## config.mk

```make
export PLATFORM = sky130hd
export DESIGN_NAME = tfl_test_port
export DESIGN_NICKNAME = d
export VERILOG_FILES = /design/src/design/tfl_pkg.sv /design/src/design/tfl_test_port.sv
export SDC_FILE = /design/constraint.sdc
export NUM_CORES = 1
export LEC_CHECK = 0
export BUFFER_PORTS_ARGS = -buffer_cell sky130_fd_sc_hd__buf_4
export CAP_MARGIN = 5
export CORE_MARGIN = 2
export CORE_UTILIZATION = 27
export CTS_CLUSTER_SIZE = 8
export DETAILED_ROUTE_END_ITERATION = 7
export PLACE_DENSITY = 0.59
export SYNTH_ARGS = -nofsm -noshare
export SYNTH_HDL_FRONTEND = slang
export SYNTH_SLANG_ARGS = --single-unit
```

## constraint.sdc

```tcl
create_clock -name core_clk -period 1.8 [get_ports core_clk]
set_input_delay 0.27 -clock core_clk [delete_from_list [all_inputs] [get_ports core_clk]]
set_output_delay 0.27 -clock core_clk [all_outputs]
set_load 0.03 [all_outputs]
```

## src/design/tfl_pkg.sv

```systemverilog
`default_nettype none
package tfl_pkg;
  // Register offsets, plain register port
  localparam int ADDR_W = 8;
  localparam logic [ADDR_W-1:0] TEST_CTRL_ADDR = 8'h21;
  localparam logic [ADDR_W-1:0] TEST_STAT_ADDR = 8'h22;
  localparam logic [7:0] TEST_CTRL_RESET = 8'h00;
  // Field positions in the status register
  localparam int STAT_LOG_BIT = 0;
  localparam int STAT_AUDIO_BIT = 1;
  localparam int STAT_BUSY_BIT = 2;
  localparam int STAT_OVR_BIT = 3;
  // Logging word layout on the processor data bus
  localparam int DSP_DATA_W = 24;
  localparam int LOG_WORD_MSB = 23;
  localparam int LOG_WORD_LSB = 8;
  localparam int NIBBLE_W = 4;
  localparam logic [1:0] LAST_NIBBLE = 2'h3;
  localparam int DSP_ADDR_W = 14;
  localparam logic [DSP_ADDR_W-1:0] LOG_DM_ADDR = 14'h0000;

  typedef struct packed {
    logic [3:0] spare;
    logic flash_wait_sel;
    logic general_output_ten_value;
    logic display_unused;
    logic logging_enable_flag;
  } tfl_ctrl_t;

  // One pad: output value and active-low output enable
  typedef struct packed {
    logic o;
    logic oe_n;
  } tfl_pad_t;

  typedef enum logic [1:0] {MODE_NORMAL, MODE_AUDIO, MODE_LOG} tfl_mode_t;
  typedef enum logic {SER_IDLE, SER_SEND} tfl_ser_t;
endpackage
`default_nettype wire

```

## src/design/tfl_test_port.sv

```systemverilog
// Decided for this implementation: the register addresses and the plain strobed port.
`timescale 1ns/1ps
`default_nettype none
module tfl_test_port (
  input wire logic core_clk,
  input wire logic srst,
  // Register port
  input wire logic [tfl_pkg::ADDR_W-1:0] reg_addr,
  input wire logic [7:0] reg_wdata,
  input wire logic reg_wr,
  input wire logic reg_rd,
  output logic [7:0] reg_rdata,
  // Mode inputs
  input wire logic test_port_enable_pin,
  input wire logic emulation_mode,
  // Processor data-memory writes
  input wire logic dsp_wr,
  input wire logic [tfl_pkg::DSP_ADDR_W-1:0] dsp_addr,
  input wire logic [tfl_pkg::DSP_DATA_W-1:0] dsp_wdata,
  // Internal sources in normal operation
  input wire logic tap_tdo,
  input wire logic mem_clk_int,
  input wire logic mem_en_int,
  input wire logic vs_out_int,
  input wire logic vs_out_en_int,
  input wire logic flash_pwd_int,
  input wire logic addr20_int,
  input wire logic display_wait,
  // Audio test sources
  input wire logic audio_test_reset,
  input wire logic audio_test_out_bit1,
  input wire logic audio_test_receive,
  // Pad inputs
  input wire logic tck_in,
  input wire logic tms_in,
  input wire logic tdi_in,
  input wire logic tdo_in,
  input wire logic vs_clk_in,
  input wire logic vs_fs_in,
  input wire logic vs_din_in,
  input wire logic flash_pwd_in,
  // Pad drives
  output tfl_pkg::tfl_pad_t tck_pad,
  output tfl_pkg::tfl_pad_t tms_pad,
  output tfl_pkg::tfl_pad_t tdi_pad,
  output tfl_pkg::tfl_pad_t tdo_pad,
  output tfl_pkg::tfl_pad_t serial_memory_clock,
  output tfl_pkg::tfl_pad_t serial_memory_enable,
  output tfl_pkg::tfl_pad_t voiceband_serial_out,
  output tfl_pkg::tfl_pad_t flash_power_down,
  output tfl_pkg::tfl_pad_t address_bit_twenty,
  // Toward internal logic
  output logic tap_tck,
  output logic tap_tms,
  output logic tap_tdi,
  output logic audio_test_in_bit0,
  output logic audio_test_clock,
  output logic audio_test_frame,
  output logic audio_test_transmit
);
  import tfl_pkg::*;

  // ------------------------------------------------------------
  // Pin synchronisers
  // ------------------------------------------------------------
  localparam int NSYNC = 9;
  logic [NSYNC-1:0] sync1_reg;
  logic [NSYNC-1:0] sync2_reg;
  wire [NSYNC-1:0] pins_raw = {test_port_enable_pin, tck_in, tms_in,
    tdi_in, tdo_in, vs_clk_in, vs_fs_in, vs_din_in, flash_pwd_in};
  always_ff @(posedge core_clk) begin
    sync1_reg <= pins_raw;
    sync2_reg <= sync1_reg;
  end
  wire port_en_s = sync2_reg[8];
  wire tck_s = sync2_reg[7];
  wire tms_s = sync2_reg[6];
  wire tdi_s = sync2_reg[5];
  wire tdo_s = sync2_reg[4];
  wire vs_clk_s = sync2_reg[3];
  wire vs_fs_s = sync2_reg[2];
  wire vs_din_s = sync2_reg[1];
  wire flash_s = sync2_reg[0];

  // ------------------------------------------------------------
  // Registers
  // ------------------------------------------------------------
  tfl_ctrl_t ctrl_reg;
  logic ovr_reg;
  logic ovr_set;
  logic [7:0] reg_rdata_next;
  tfl_mode_t mode;
  tfl_ser_t ser_reg;

  wire ctrl_hit = reg_addr == TEST_CTRL_ADDR;
  wire stat_hit = reg_addr == TEST_STAT_ADDR;
  wire ovr_clr = reg_wr && stat_hit && reg_wdata[STAT_OVR_BIT];
  wire [7:0] stat_word = 8'(({7'h00, ovr_reg} << STAT_OVR_BIT)
    | ({7'h00, ser_reg == SER_SEND} << STAT_BUSY_BIT)
    | ({7'h00, mode == MODE_AUDIO} << STAT_AUDIO_BIT)
    | ({7'h00, mode == MODE_LOG} << STAT_LOG_BIT));

  always_comb begin
    if (!reg_rd) begin
      reg_rdata_next = 8'h00;
    end else if (ctrl_hit) begin
      reg_rdata_next = ctrl_reg;
    end else if (stat_hit) begin
      reg_rdata_next = stat_word;
    end else begin
      reg_rdata_next = 8'h00;
    end
  end

  always_ff @(posedge core_clk) begin
    if (srst) begin
      ctrl_reg <= TEST_CTRL_RESET;
      ovr_reg <= 1'b0;
      reg_rdata <= 8'h00;
    end else begin
      if (reg_wr && ctrl_hit) begin
        ctrl_reg <= {4'h0, reg_wdata[3:0]};
      end
      // Overrun set wins over a clear in the same cycle
      ovr_reg <= ovr_set | (ovr_reg & ~ovr_clr);
      reg_rdata <= reg_rdata_next;
    end
  end

  // ------------------------------------------------------------
  // Mode selection
  // ------------------------------------------------------------
  // two feature modes
  // logging needs port off and flag
  assign mode = port_en_s ? MODE_NORMAL
    : (ctrl_reg.logging_enable_flag ? MODE_LOG : MODE_AUDIO);
  wire log_mode = mode == MODE_LOG;
  wire audio_mode = mode == MODE_AUDIO;

  // ------------------------------------------------------------
  // Logging serialiser
  // ------------------------------------------------------------
  // Clock is core clock halved; a word takes eight core cycles, so
  // back-to-back writes at the five-cycle limit rely on one pending slot.
  logic lclk_reg;
  logic [15:0] shift_reg;
  logic [15:0] pend_reg;
  logic pend_v_reg;
  logic [1:0] cnt_reg;
  logic frame_reg;
  wire log_wr = log_mode && dsp_wr && dsp_addr == LOG_DM_ADDR;
  wire [15:0] log_word = dsp_wdata[LOG_WORD_MSB:LOG_WORD_LSB];
  wire rise = !lclk_reg;
  wire word_end = ser_reg == SER_SEND && cnt_reg == LAST_NIBBLE;
  wire take_pend = rise && pend_v_reg && (ser_reg == SER_IDLE || word_end);
  assign ovr_set = log_wr && pend_v_reg && !take_pend;

  always_ff @(posedge core_clk) begin
    if (srst || !log_mode) begin
      lclk_reg <= 1'b0;
      ser_reg <= SER_IDLE;
      shift_reg <= 16'h0000;
      pend_reg <= 16'h0000;
      pend_v_reg <= 1'b0;
      cnt_reg <= 2'h0;
      frame_reg <= 1'b0;
    end else begin
      lclk_reg <= ~lclk_reg;
      if (log_wr && (!pend_v_reg || take_pend)) begin
        pend_reg <= log_word;
        pend_v_reg <= 1'b1;
      end else if (take_pend) begin
        pend_v_reg <= 1'b0;
      end
      if (rise) begin
        case (ser_reg)
          SER_IDLE: begin
            frame_reg <= 1'b0;
            if (pend_v_reg) begin
              ser_reg <= SER_SEND;
              shift_reg <= pend_reg;
              cnt_reg <= 2'h0;
              frame_reg <= 1'b1;
            end
          end
          SER_SEND: begin
            if (word_end) begin
              if (pend_v_reg) begin
                shift_reg <= pend_reg;
                cnt_reg <= 2'h0;
              end else begin
                ser_reg <= SER_IDLE;
                frame_reg <= 1'b0;
              end
            end else begin
              shift_reg <= {shift_reg[11:0], 4'h0};
              cnt_reg <= cnt_reg + 2'h1;
            end
          end
          default: ser_reg <= SER_IDLE;
        endcase
      end
    end
  end
  wire [NIBBLE_W-1:0] nib = shift_reg[15:12];

  // ------------------------------------------------------------
  // Pad multiplexing
  // ------------------------------------------------------------
  // logging data on test pins
  // audio reassignment of TMS, TDI, TDO
  wire tfl_pad_t tck_n = log_mode ? {nib[0], 1'b0} : {1'b0, 1'b1};
  wire tfl_pad_t tms_n = log_mode ? {nib[1], 1'b0}
    : (audio_mode ? {audio_test_reset, 1'b0} : {1'b0, 1'b1});
  wire tfl_pad_t tdo_n = log_mode ? {nib[2], 1'b0}
    : (audio_mode ? {1'b0, 1'b1} : {tap_tdo, 1'b0});
  wire tfl_pad_t tdi_n = log_mode ? {nib[3], 1'b0}
    : (audio_mode ? {audio_test_out_bit1, 1'b0} : {1'b0, 1'b1});
  wire tfl_pad_t mclk_n = '{log_mode ? lclk_reg : mem_clk_int, 1'b0};
  wire tfl_pad_t men_n = '{log_mode ? frame_reg : mem_en_int, 1'b0};
  wire tfl_pad_t vso_n = audio_mode ? {audio_test_receive, 1'b0}
    : {vs_out_int, ~vs_out_en_int};
  wire tfl_pad_t fpd_n = !emulation_mode ? {flash_pwd_int, 1'b0}
    : (ctrl_reg.flash_wait_sel ? {1'b0, 1'b1} : {1'b1, 1'b0});
  wire wait_out = (ctrl_reg.flash_wait_sel & flash_s) | display_wait;
  wire a20_val = !emulation_mode ? addr20_int
    : (ctrl_reg.display_unused ? ctrl_reg.general_output_ten_value : wait_out);
  wire tfl_pad_t a20_n = '{a20_val, 1'b0};

  // Test port pins
  always_ff @(posedge core_clk) begin
    if (srst) begin
      tck_pad <= '{1'b0, 1'b1};
      tms_pad <= '{1'b0, 1'b1};
      tdi_pad <= '{1'b0, 1'b1};
      tdo_pad <= '{1'b0, 1'b1};
    end else begin
      tck_pad <= tck_n;
      tms_pad <= tms_n;
      tdi_pad <= tdi_n;
      tdo_pad <= tdo_n;
    end
  end

  // Memory, voiceband, flash and address pins
  always_ff @(posedge core_clk) begin
    if (srst) begin
      serial_memory_clock <= '{1'b0, 1'b0};
      serial_memory_enable <= '{1'b0, 1'b0};
      voiceband_serial_out <= '{1'b0, 1'b1};
      flash_power_down <= '{1'b0, 1'b0};
      address_bit_twenty <= '{1'b0, 1'b0};
    end else begin
      serial_memory_clock <= mclk_n;
      serial_memory_enable <= men_n;
      voiceband_serial_out <= vso_n;
      flash_power_down <= fpd_n;
      address_bit_twenty <= a20_n;
    end
  end

  // ------------------------------------------------------------
  // Toward internal logic
  // ------------------------------------------------------------
  // Test pins held idle toward the port while it is off
  always_ff @(posedge core_clk) begin
    if (srst) begin
      tap_tck <= 1'b0;
      tap_tms <= 1'b1;
      tap_tdi <= 1'b1;
      audio_test_in_bit0 <= 1'b0;
      audio_test_clock <= 1'b0;
      audio_test_frame <= 1'b0;
      audio_test_transmit <= 1'b0;
    end else begin
      tap_tck <= (mode == MODE_NORMAL) & tck_s;
      tap_tms <= (mode != MODE_NORMAL) | tms_s;
      tap_tdi <= (mode != MODE_NORMAL) | tdi_s;
      // TDO is audio input bit zero
      audio_test_in_bit0 <= audio_mode & tdo_s;
      audio_test_clock <= audio_mode & vs_clk_s;
      audio_test_frame <= audio_mode & vs_fs_s;
      audio_test_transmit <= audio_mode & vs_din_s;
    end
  end

  // ------------------------------------------------------------
  // Elaboration checks
  // ------------------------------------------------------------
  // Shifter slices are written for one word of four nibbles
  if (LOG_WORD_MSB - LOG_WORD_LSB + 1 != $bits(shift_reg)) begin : g_word_w
    $error("logging word width does not match the shifter");
  end
  if ((LAST_NIBBLE + 1) * NIBBLE_W != $bits(shift_reg)) begin : g_nib_cnt
    $error("nibble count does not fill the shifter");
  end
  if (LOG_WORD_MSB >= DSP_DATA_W) begin : g_bus_w
    $error("logging word lies outside the processor data bus");
  end
  // Overlapping offsets would make one register shadow the other
  if (TEST_CTRL_ADDR == TEST_STAT_ADDR) begin : g_addr_map
    $error("control and status offsets collide");
  end
  if (STAT_OVR_BIT >= $bits(reg_rdata)) begin : g_stat_w
    $error("status field outside the read data");
  end
endmodule
`default_nettype wire

```

# After elaboration in Yosys (flattened, before gate mapping)

Cells that the tools add are included.

Input bits: 80
Flip-flop bits (word level): 94
Word-level logic and storage cells: 130

Reductions and logical operators: 27
Mux-type cells: 32
Add/subtract/negate cells: 1
Bitwise operators: 22
Eq/ne operators: 7

Operators with widths:

| operator            | number |
|---|---|
| $mux 16             | 2 |
| $pmux 16 s2         | 1 |
| $mux 2              | 13 |
| $eq 8x6->1 const B  | 2 |
| $logic_not 14->1    | 1 |
| $logic_and 1x1->1   | 11 |
| $mux 1              | 11 |
| $mux 4              | 2 |
| $not 1->1           | 8 |
| $and 1x1->1         | 7 |
| $reduce_or 2->1     | 3 |
| $eq 2x2->1 const B  | 2 |
| $logic_not 1->1     | 4 |
| $or 1x1->1          | 4 |
| $or 4x1->4          | 1 |
| $or 4x2->4          | 1 |
| $or 4x3->4          | 1 |
| $pmux 1 s2          | 2 |
| $pmux 2 s2          | 1 |
| $reduce_bool 2->1   | 2 |
| $reduce_or 4->1     | 1 |
| $logic_or 1x1->1    | 3 |
| $reduce_and 3->1    | 1 |
| $add 2x1->2 const B | 1 |
| 4 further kinds     | 4 |

# Logic depth before layout (Yosys ltp)

Depth after elaboration: 8
Depth in mapped cells: 8
Depth with buffers taken out: 5

# Least setup slack after synthesis

OpenSTA, ideal clock, no wires.

Path kind: input -> register
Start: input port dsp_addr[1] (netlist bit)
End: register pend_reg[0]
Arrival time: 1.584 ns
Setup time: 0.125 ns
Setup slack: 0.091 ns
Cell stages on the path: 6
Cell sequence: or4_4 > nand4bb_1 > buf_6 > buf_8 > o31ai_1 > a21oi_1

Cells in the longest elaborated chain, start to end: 3

RTL lines:

| item                 | RTL line             | source |
|---|---|---|
| from (decl)          | tfl_test_port.sv:18  | `input wire logic [tfl_pkg::DSP_ADDR_W-1:0] dsp_addr,` |
| $logic_not 14->1     | tfl_test_port.sv:151 | `wire log_wr = log_mode && dsp_wr && dsp_addr == LOG_DM_ADDR;` |
| $logic_and 1x1->1    | tfl_test_port.sv:151 |  |
| $logic_and 1x1->1    | tfl_test_port.sv:169 | `if (log_wr && (!pend_v_reg \|\| take_pend)) begin` |
| to (signal assigned) | tfl_test_port.sv:170 | `pend_reg <= log_word;` |
| to (decl)            | tfl_test_port.sv:147 | `logic [15:0] pend_reg;` |

No other way between the ends.
A chain may end at the register's enable or synchronous reset.

# Worst setup path in the final report

Start: register cnt_reg[0]
End: register pend_reg[8]

Cells in the longest elaborated chain, start to end: 6

RTL lines:

| item                   | RTL line             | source |
|---|---|---|
| from (decl)            | tfl_test_port.sv:149 | `logic [1:0] cnt_reg;` |
| from (signal assigned) | tfl_test_port.sv:197 | `cnt_reg <= cnt_reg + 2'h1;` |
| $eq 2x2->1             | tfl_test_port.sv:154 | `wire word_end = ser_reg == SER_SEND && cnt_reg == LAST_NIBBLE;` |
| $logic_and 1x1->1      | tfl_test_port.sv:154 |  |
| $logic_or 1x1->1       | tfl_test_port.sv:155 | `wire take_pend = rise && pend_v_reg && (ser_reg == SER_IDLE \|\| word_end);` |
| $logic_and 1x1->1      | tfl_test_port.sv:155 |  |
| $logic_or 1x1->1       | tfl_test_port.sv:169 |  |
| $logic_and 1x1->1      | tfl_test_port.sv:169 |  |

No other way between the ends.

==> metrics.md <==
| Metric | Value |
|---|---|
| Status | `completed` |
| CP max-delay cell | `o21ai_2` |
| Setup-failing EPs final | `0` |
| CTS root buffer | `clkbuf_16` |
| Placed cell area | `3910 sq um` |
| Number of routed nets with antenna violations | `0` |
| Largest family of logic cells by synthesized area | `simple AND/OR/NAND/NOR gates` |
| Die Height | `between 100 and 150 um` |
| Crit path from | `cnt_reg[0]` |
| Skew-Pair Late Insertion Delay | `~0.33 ns` |
| Crit-path max cell delay | `between 0.5 and 0.6 ns` |
| Final TNS setup | `0 ns` |
| TritonCTS Sinks | `between 80 and 90` |
| Simple-gate share of the synthesized area | `0.191` |
| Die X | `around 110 um` |
| Max Slew Vio Count | `0` |
| Placed Instances | `around 540` |
| Initial antenna violation count | `0` |
| Routability cong. | `0.728` |
| Reg-to-reg critical path startpoint | `cnt_reg[0]` |
| Hold Path Class | `in -> reg` |
| Synth top area cells | `dfxtp_1 (55%), a21oi_1 (4.2%), nor2_1 (3.9%), o31ai_1 (3.9%), nand4_1 (3.4%)` |
| Crit path DAT | `~1.8 ns` |
| Slew margin rel. | `0.566` |
| Worst EP required | `just over 2 ns` |
| Reg-to-reg slack, setup | `~0.23 ns` |
| Mapped Cells | `~310` |
| Netlist cell types | `between 40 and 50` |
| Finished Cell Area | `4220 sq um` |
| Seq cells post-synth | `86` |
| Non-filler cells, final | `between 500 and 600` |
| Critical Path Sink Type | `register` |
| RSZ-0062 raised after global routing | `no` |
| IO buf count | `a little over 90` |
| DR DRC count | `0` |
| Remaining Overflow, GRT | `0` |
| Complex-gate fraction of the synthesized area | `0.137` |
| Worst Max-Slew Pin Slew | `~0.65 ns` |
| Ys Warns | `0` |
| Final-stage net count | `490` |
| Clock skew | `between 0.01 and 0.015 ns` |
| CTS tree | `done` |
| Cell family with the largest share of critical-path delay | `compound AO/OA/AOI/OAI gates` |
| Worst R2R End | `pend_reg[8]` |
| Worst vdd ir | `around 0.42 mV` |
| Final Core Density | `0.371` |
| CP cell instances | `ha_1, nor2b_1, o21ai_2, nand4_1, a21oi_1` |
| CP max FO | `16` |
| H-tree levels | `3` |
| Max Cap Viol | `0` |
| LEAKAGE | `between 1.5 and 2 nW` |
| Placeable core area | `about 11000 sq um` |
| Number of buffers created by CTS | `9` |
| Clk slew on worst S/H paths | `approximately 0.060 ns` |
| Final min period | `between 1.5 and 2 ns` |
| Synthesized area | `a little over 3000 sq um` |
| Final period util | `0.874` |
| Top cell type's share of synthesized area | `0.552` |
| Post-Synth XOR/XNOR Area | `0` |
| N_diodes | `0` |
| Maximum root-to-sink buffer count | `2` |
| DP Wirelength | `about 5300 um` |
| Area leader, netlist | `dfxtp_1` |
| Seq/Total Area, Yosys | `0.552` |
| Number of global-route vias before repair | `approximately 2400` |
| Largest net degree at the start of global routing | `35` |
| Critical path depth | `5` |
| Die area | `roughly 12000 sq um` |
| First-pass GRT wire length | `roughly 12000 um` |
| Syn_area_per_cell | `about 10 sq um` |
| Peak Freq | `~0.64 GHz` |
| Mux cell area share after synthesis | `0.0293` |
| Worst setup path endpoint | `pend_reg[8]` |
| WL final | `slightly above 7000 um` |
| Crit Path Category | `reg -> reg` |
| Ports | `around 110` |
| Via count | `roughly 2500` |
| Setup crit start kind | `register` |
| Total power | `around 4 mW` |
| DR WL/cell | `12.7 um` |
| Initial DRC count | `around 120` |
| R2R depth | `5` |
| Worst path bufs/invs | `0` |
| Post-CTS Setup Repair Bufs | `0` |
| Synth Area in Adders | `0.00401` |
| Layout area overhead | `35.3%` |
| Starting density of the core | `0.274` |
| DR pass1 iterations | `5` |
| Share of layout cells above drive strength 1 | `0.324` |
| GR Util All Layers | `0.116` |
| Final hold viol count | `0` |
| Power per cell area | `approximately 970 nW/um^2` |
| Via density | `approximately 4.5` |
| FP Rows | `39` |
worst min path at each step:
stage / end / startpoint / cells past startpoint
global placement: sync2_reg[2] / sync1_reg[2] / 0
global route: sync1_reg[2] / vs_fs_in / 1
CTS: sync1_reg[5] / tdi_in / 1
floorplan: sync1_reg[0] / flash_pwd_in / 0
detailed placement: sync2_reg[7] / sync1_reg[7] / 0
finish: sync1_reg[5] / tdi_in / 1
repair_timing:
item / in CTS / in global routing
cloned: 0 / 0
setup endpoints to repair: 16 / 11
hold buffers: 0 / 0
resized for setup: 1 / 1
layout make-up:
type / instances / area, sq um
inverter: 3 / 11.3
clock buffer: 10 / 239
clock inverter: 6 / 68.8
timing repair buffer: 109 / 843
multi-input combinational: 200 / 1160
tap: 143 / 179
sequential: 86 / 1720
fill: 1139 / 7150
where the power goes:
part           switching (mW)  leakage [nW]  total [mW]  internal (mW)
clock                   0.744         0.149        1.86           1.12
combinational           0.122         0.841       0.263          0.140
sequential            0.00977         0.703        1.95           1.94
total                   0.877          1.69        4.08           3.20
routing by layer:
| metal | vias up | track usage | part of all wire |
|---|---|---|---|
| li1 | 1287 | - | - |
| met1 | 1127 | 0.153 | 0.48 |
| met2 | 90 | 0.180 | 0.44 |
| met3 | 8 | 0.0414 | 0.072 |
| met4 | 0 | 0.0321 | 0.0096 |
| met5 | - | 0 | 0 |
worst register-to-register path, cell delays in order, from the launching register on:
cell	delay, ns
dfxtp_1	0.34
ha_1	0.17
nor2b_1	0.08
o21ai_2	0.53
nand4_1	0.21
a21oi_1	0.18
cell usage after synthesis (all sizes together):
| library cell | instances |
|---|---|
| a21oi | 26 |
| a22o | 2 |
| a22oi | 3 |
| a31oi | 1 |
| and2 | 7 |
| and3 | 1 |
| buf | 15 |
| clkbuf | 14 |
| clkdlybuf4s25 | 1 |
| conb | 1 |
| dfxtp | 86 |
| ha | 1 |
| inv | 3 |
| mux2 | 1 |
| mux2i | 8 |
| nand2 | 15 |
| nand2b | 4 |
| nand3 | 3 |
| nand4 | 17 |
| nand4b | 1 |
| nand4bb | 1 |
| nor2 | 34 |
| nor2b | 6 |
| nor3 | 14 |
| nor3b | 1 |
| nor4 | 1 |
| nor4b | 2 |
| o21a | 1 |
| o21ai | 8 |
| o21bai | 1 |
| o22ai | 12 |
| o31ai | 16 |
| or2 | 2 |
| or2b | 1 |
| or3 | 1 |
| or3b | 1 |
| or4 | 1 |
cell families (layout without fill, tap and decap cells):
kind of cell	count (synthesis)	in the layout
AO/OA/AOI/OAI	70	70
adder cells (fa/ha/maj)	1	1
buffers and inverters	33	128
flip-flops	86	86
multiplexers	9	9
other	1	7
AND/OR/NAND/NOR	113	113
per-stage QoR:
stage	hold slack [ns]	setup slack (ns)
finish	0.0427	0.227
global route	0.0193	0.105
CTS	0.0277	0.124
detailed placement	0.314	-0.0769
global placement	0.312	-0.0474
floorplan	0.298	0.0909
layout by cell type, fill, tap and decap left out, drive strengths merged, types with 2 or more instances in the layout:
cell type  Yosys  routed
mux2i          8       8
a22oi          3       3
clkinv         0       3
inv            3       4
nor3          14      14
nor4b          2       2
a21oi         26      26
a22o           2       2
and2           7       7
dfxtp         86      86
conb           1       7
o31ai         16      16
clkbuf        14      10
or2            2       2
o21ai          8       8
o22ai         12      12
nand3          3       3
nor2          34      34
nand4         17      17
nor2b          6       6
nand2b         4       4
buf           15     109
nand2         15      15
No activity file was read; power rests on OpenSTA's default activity.
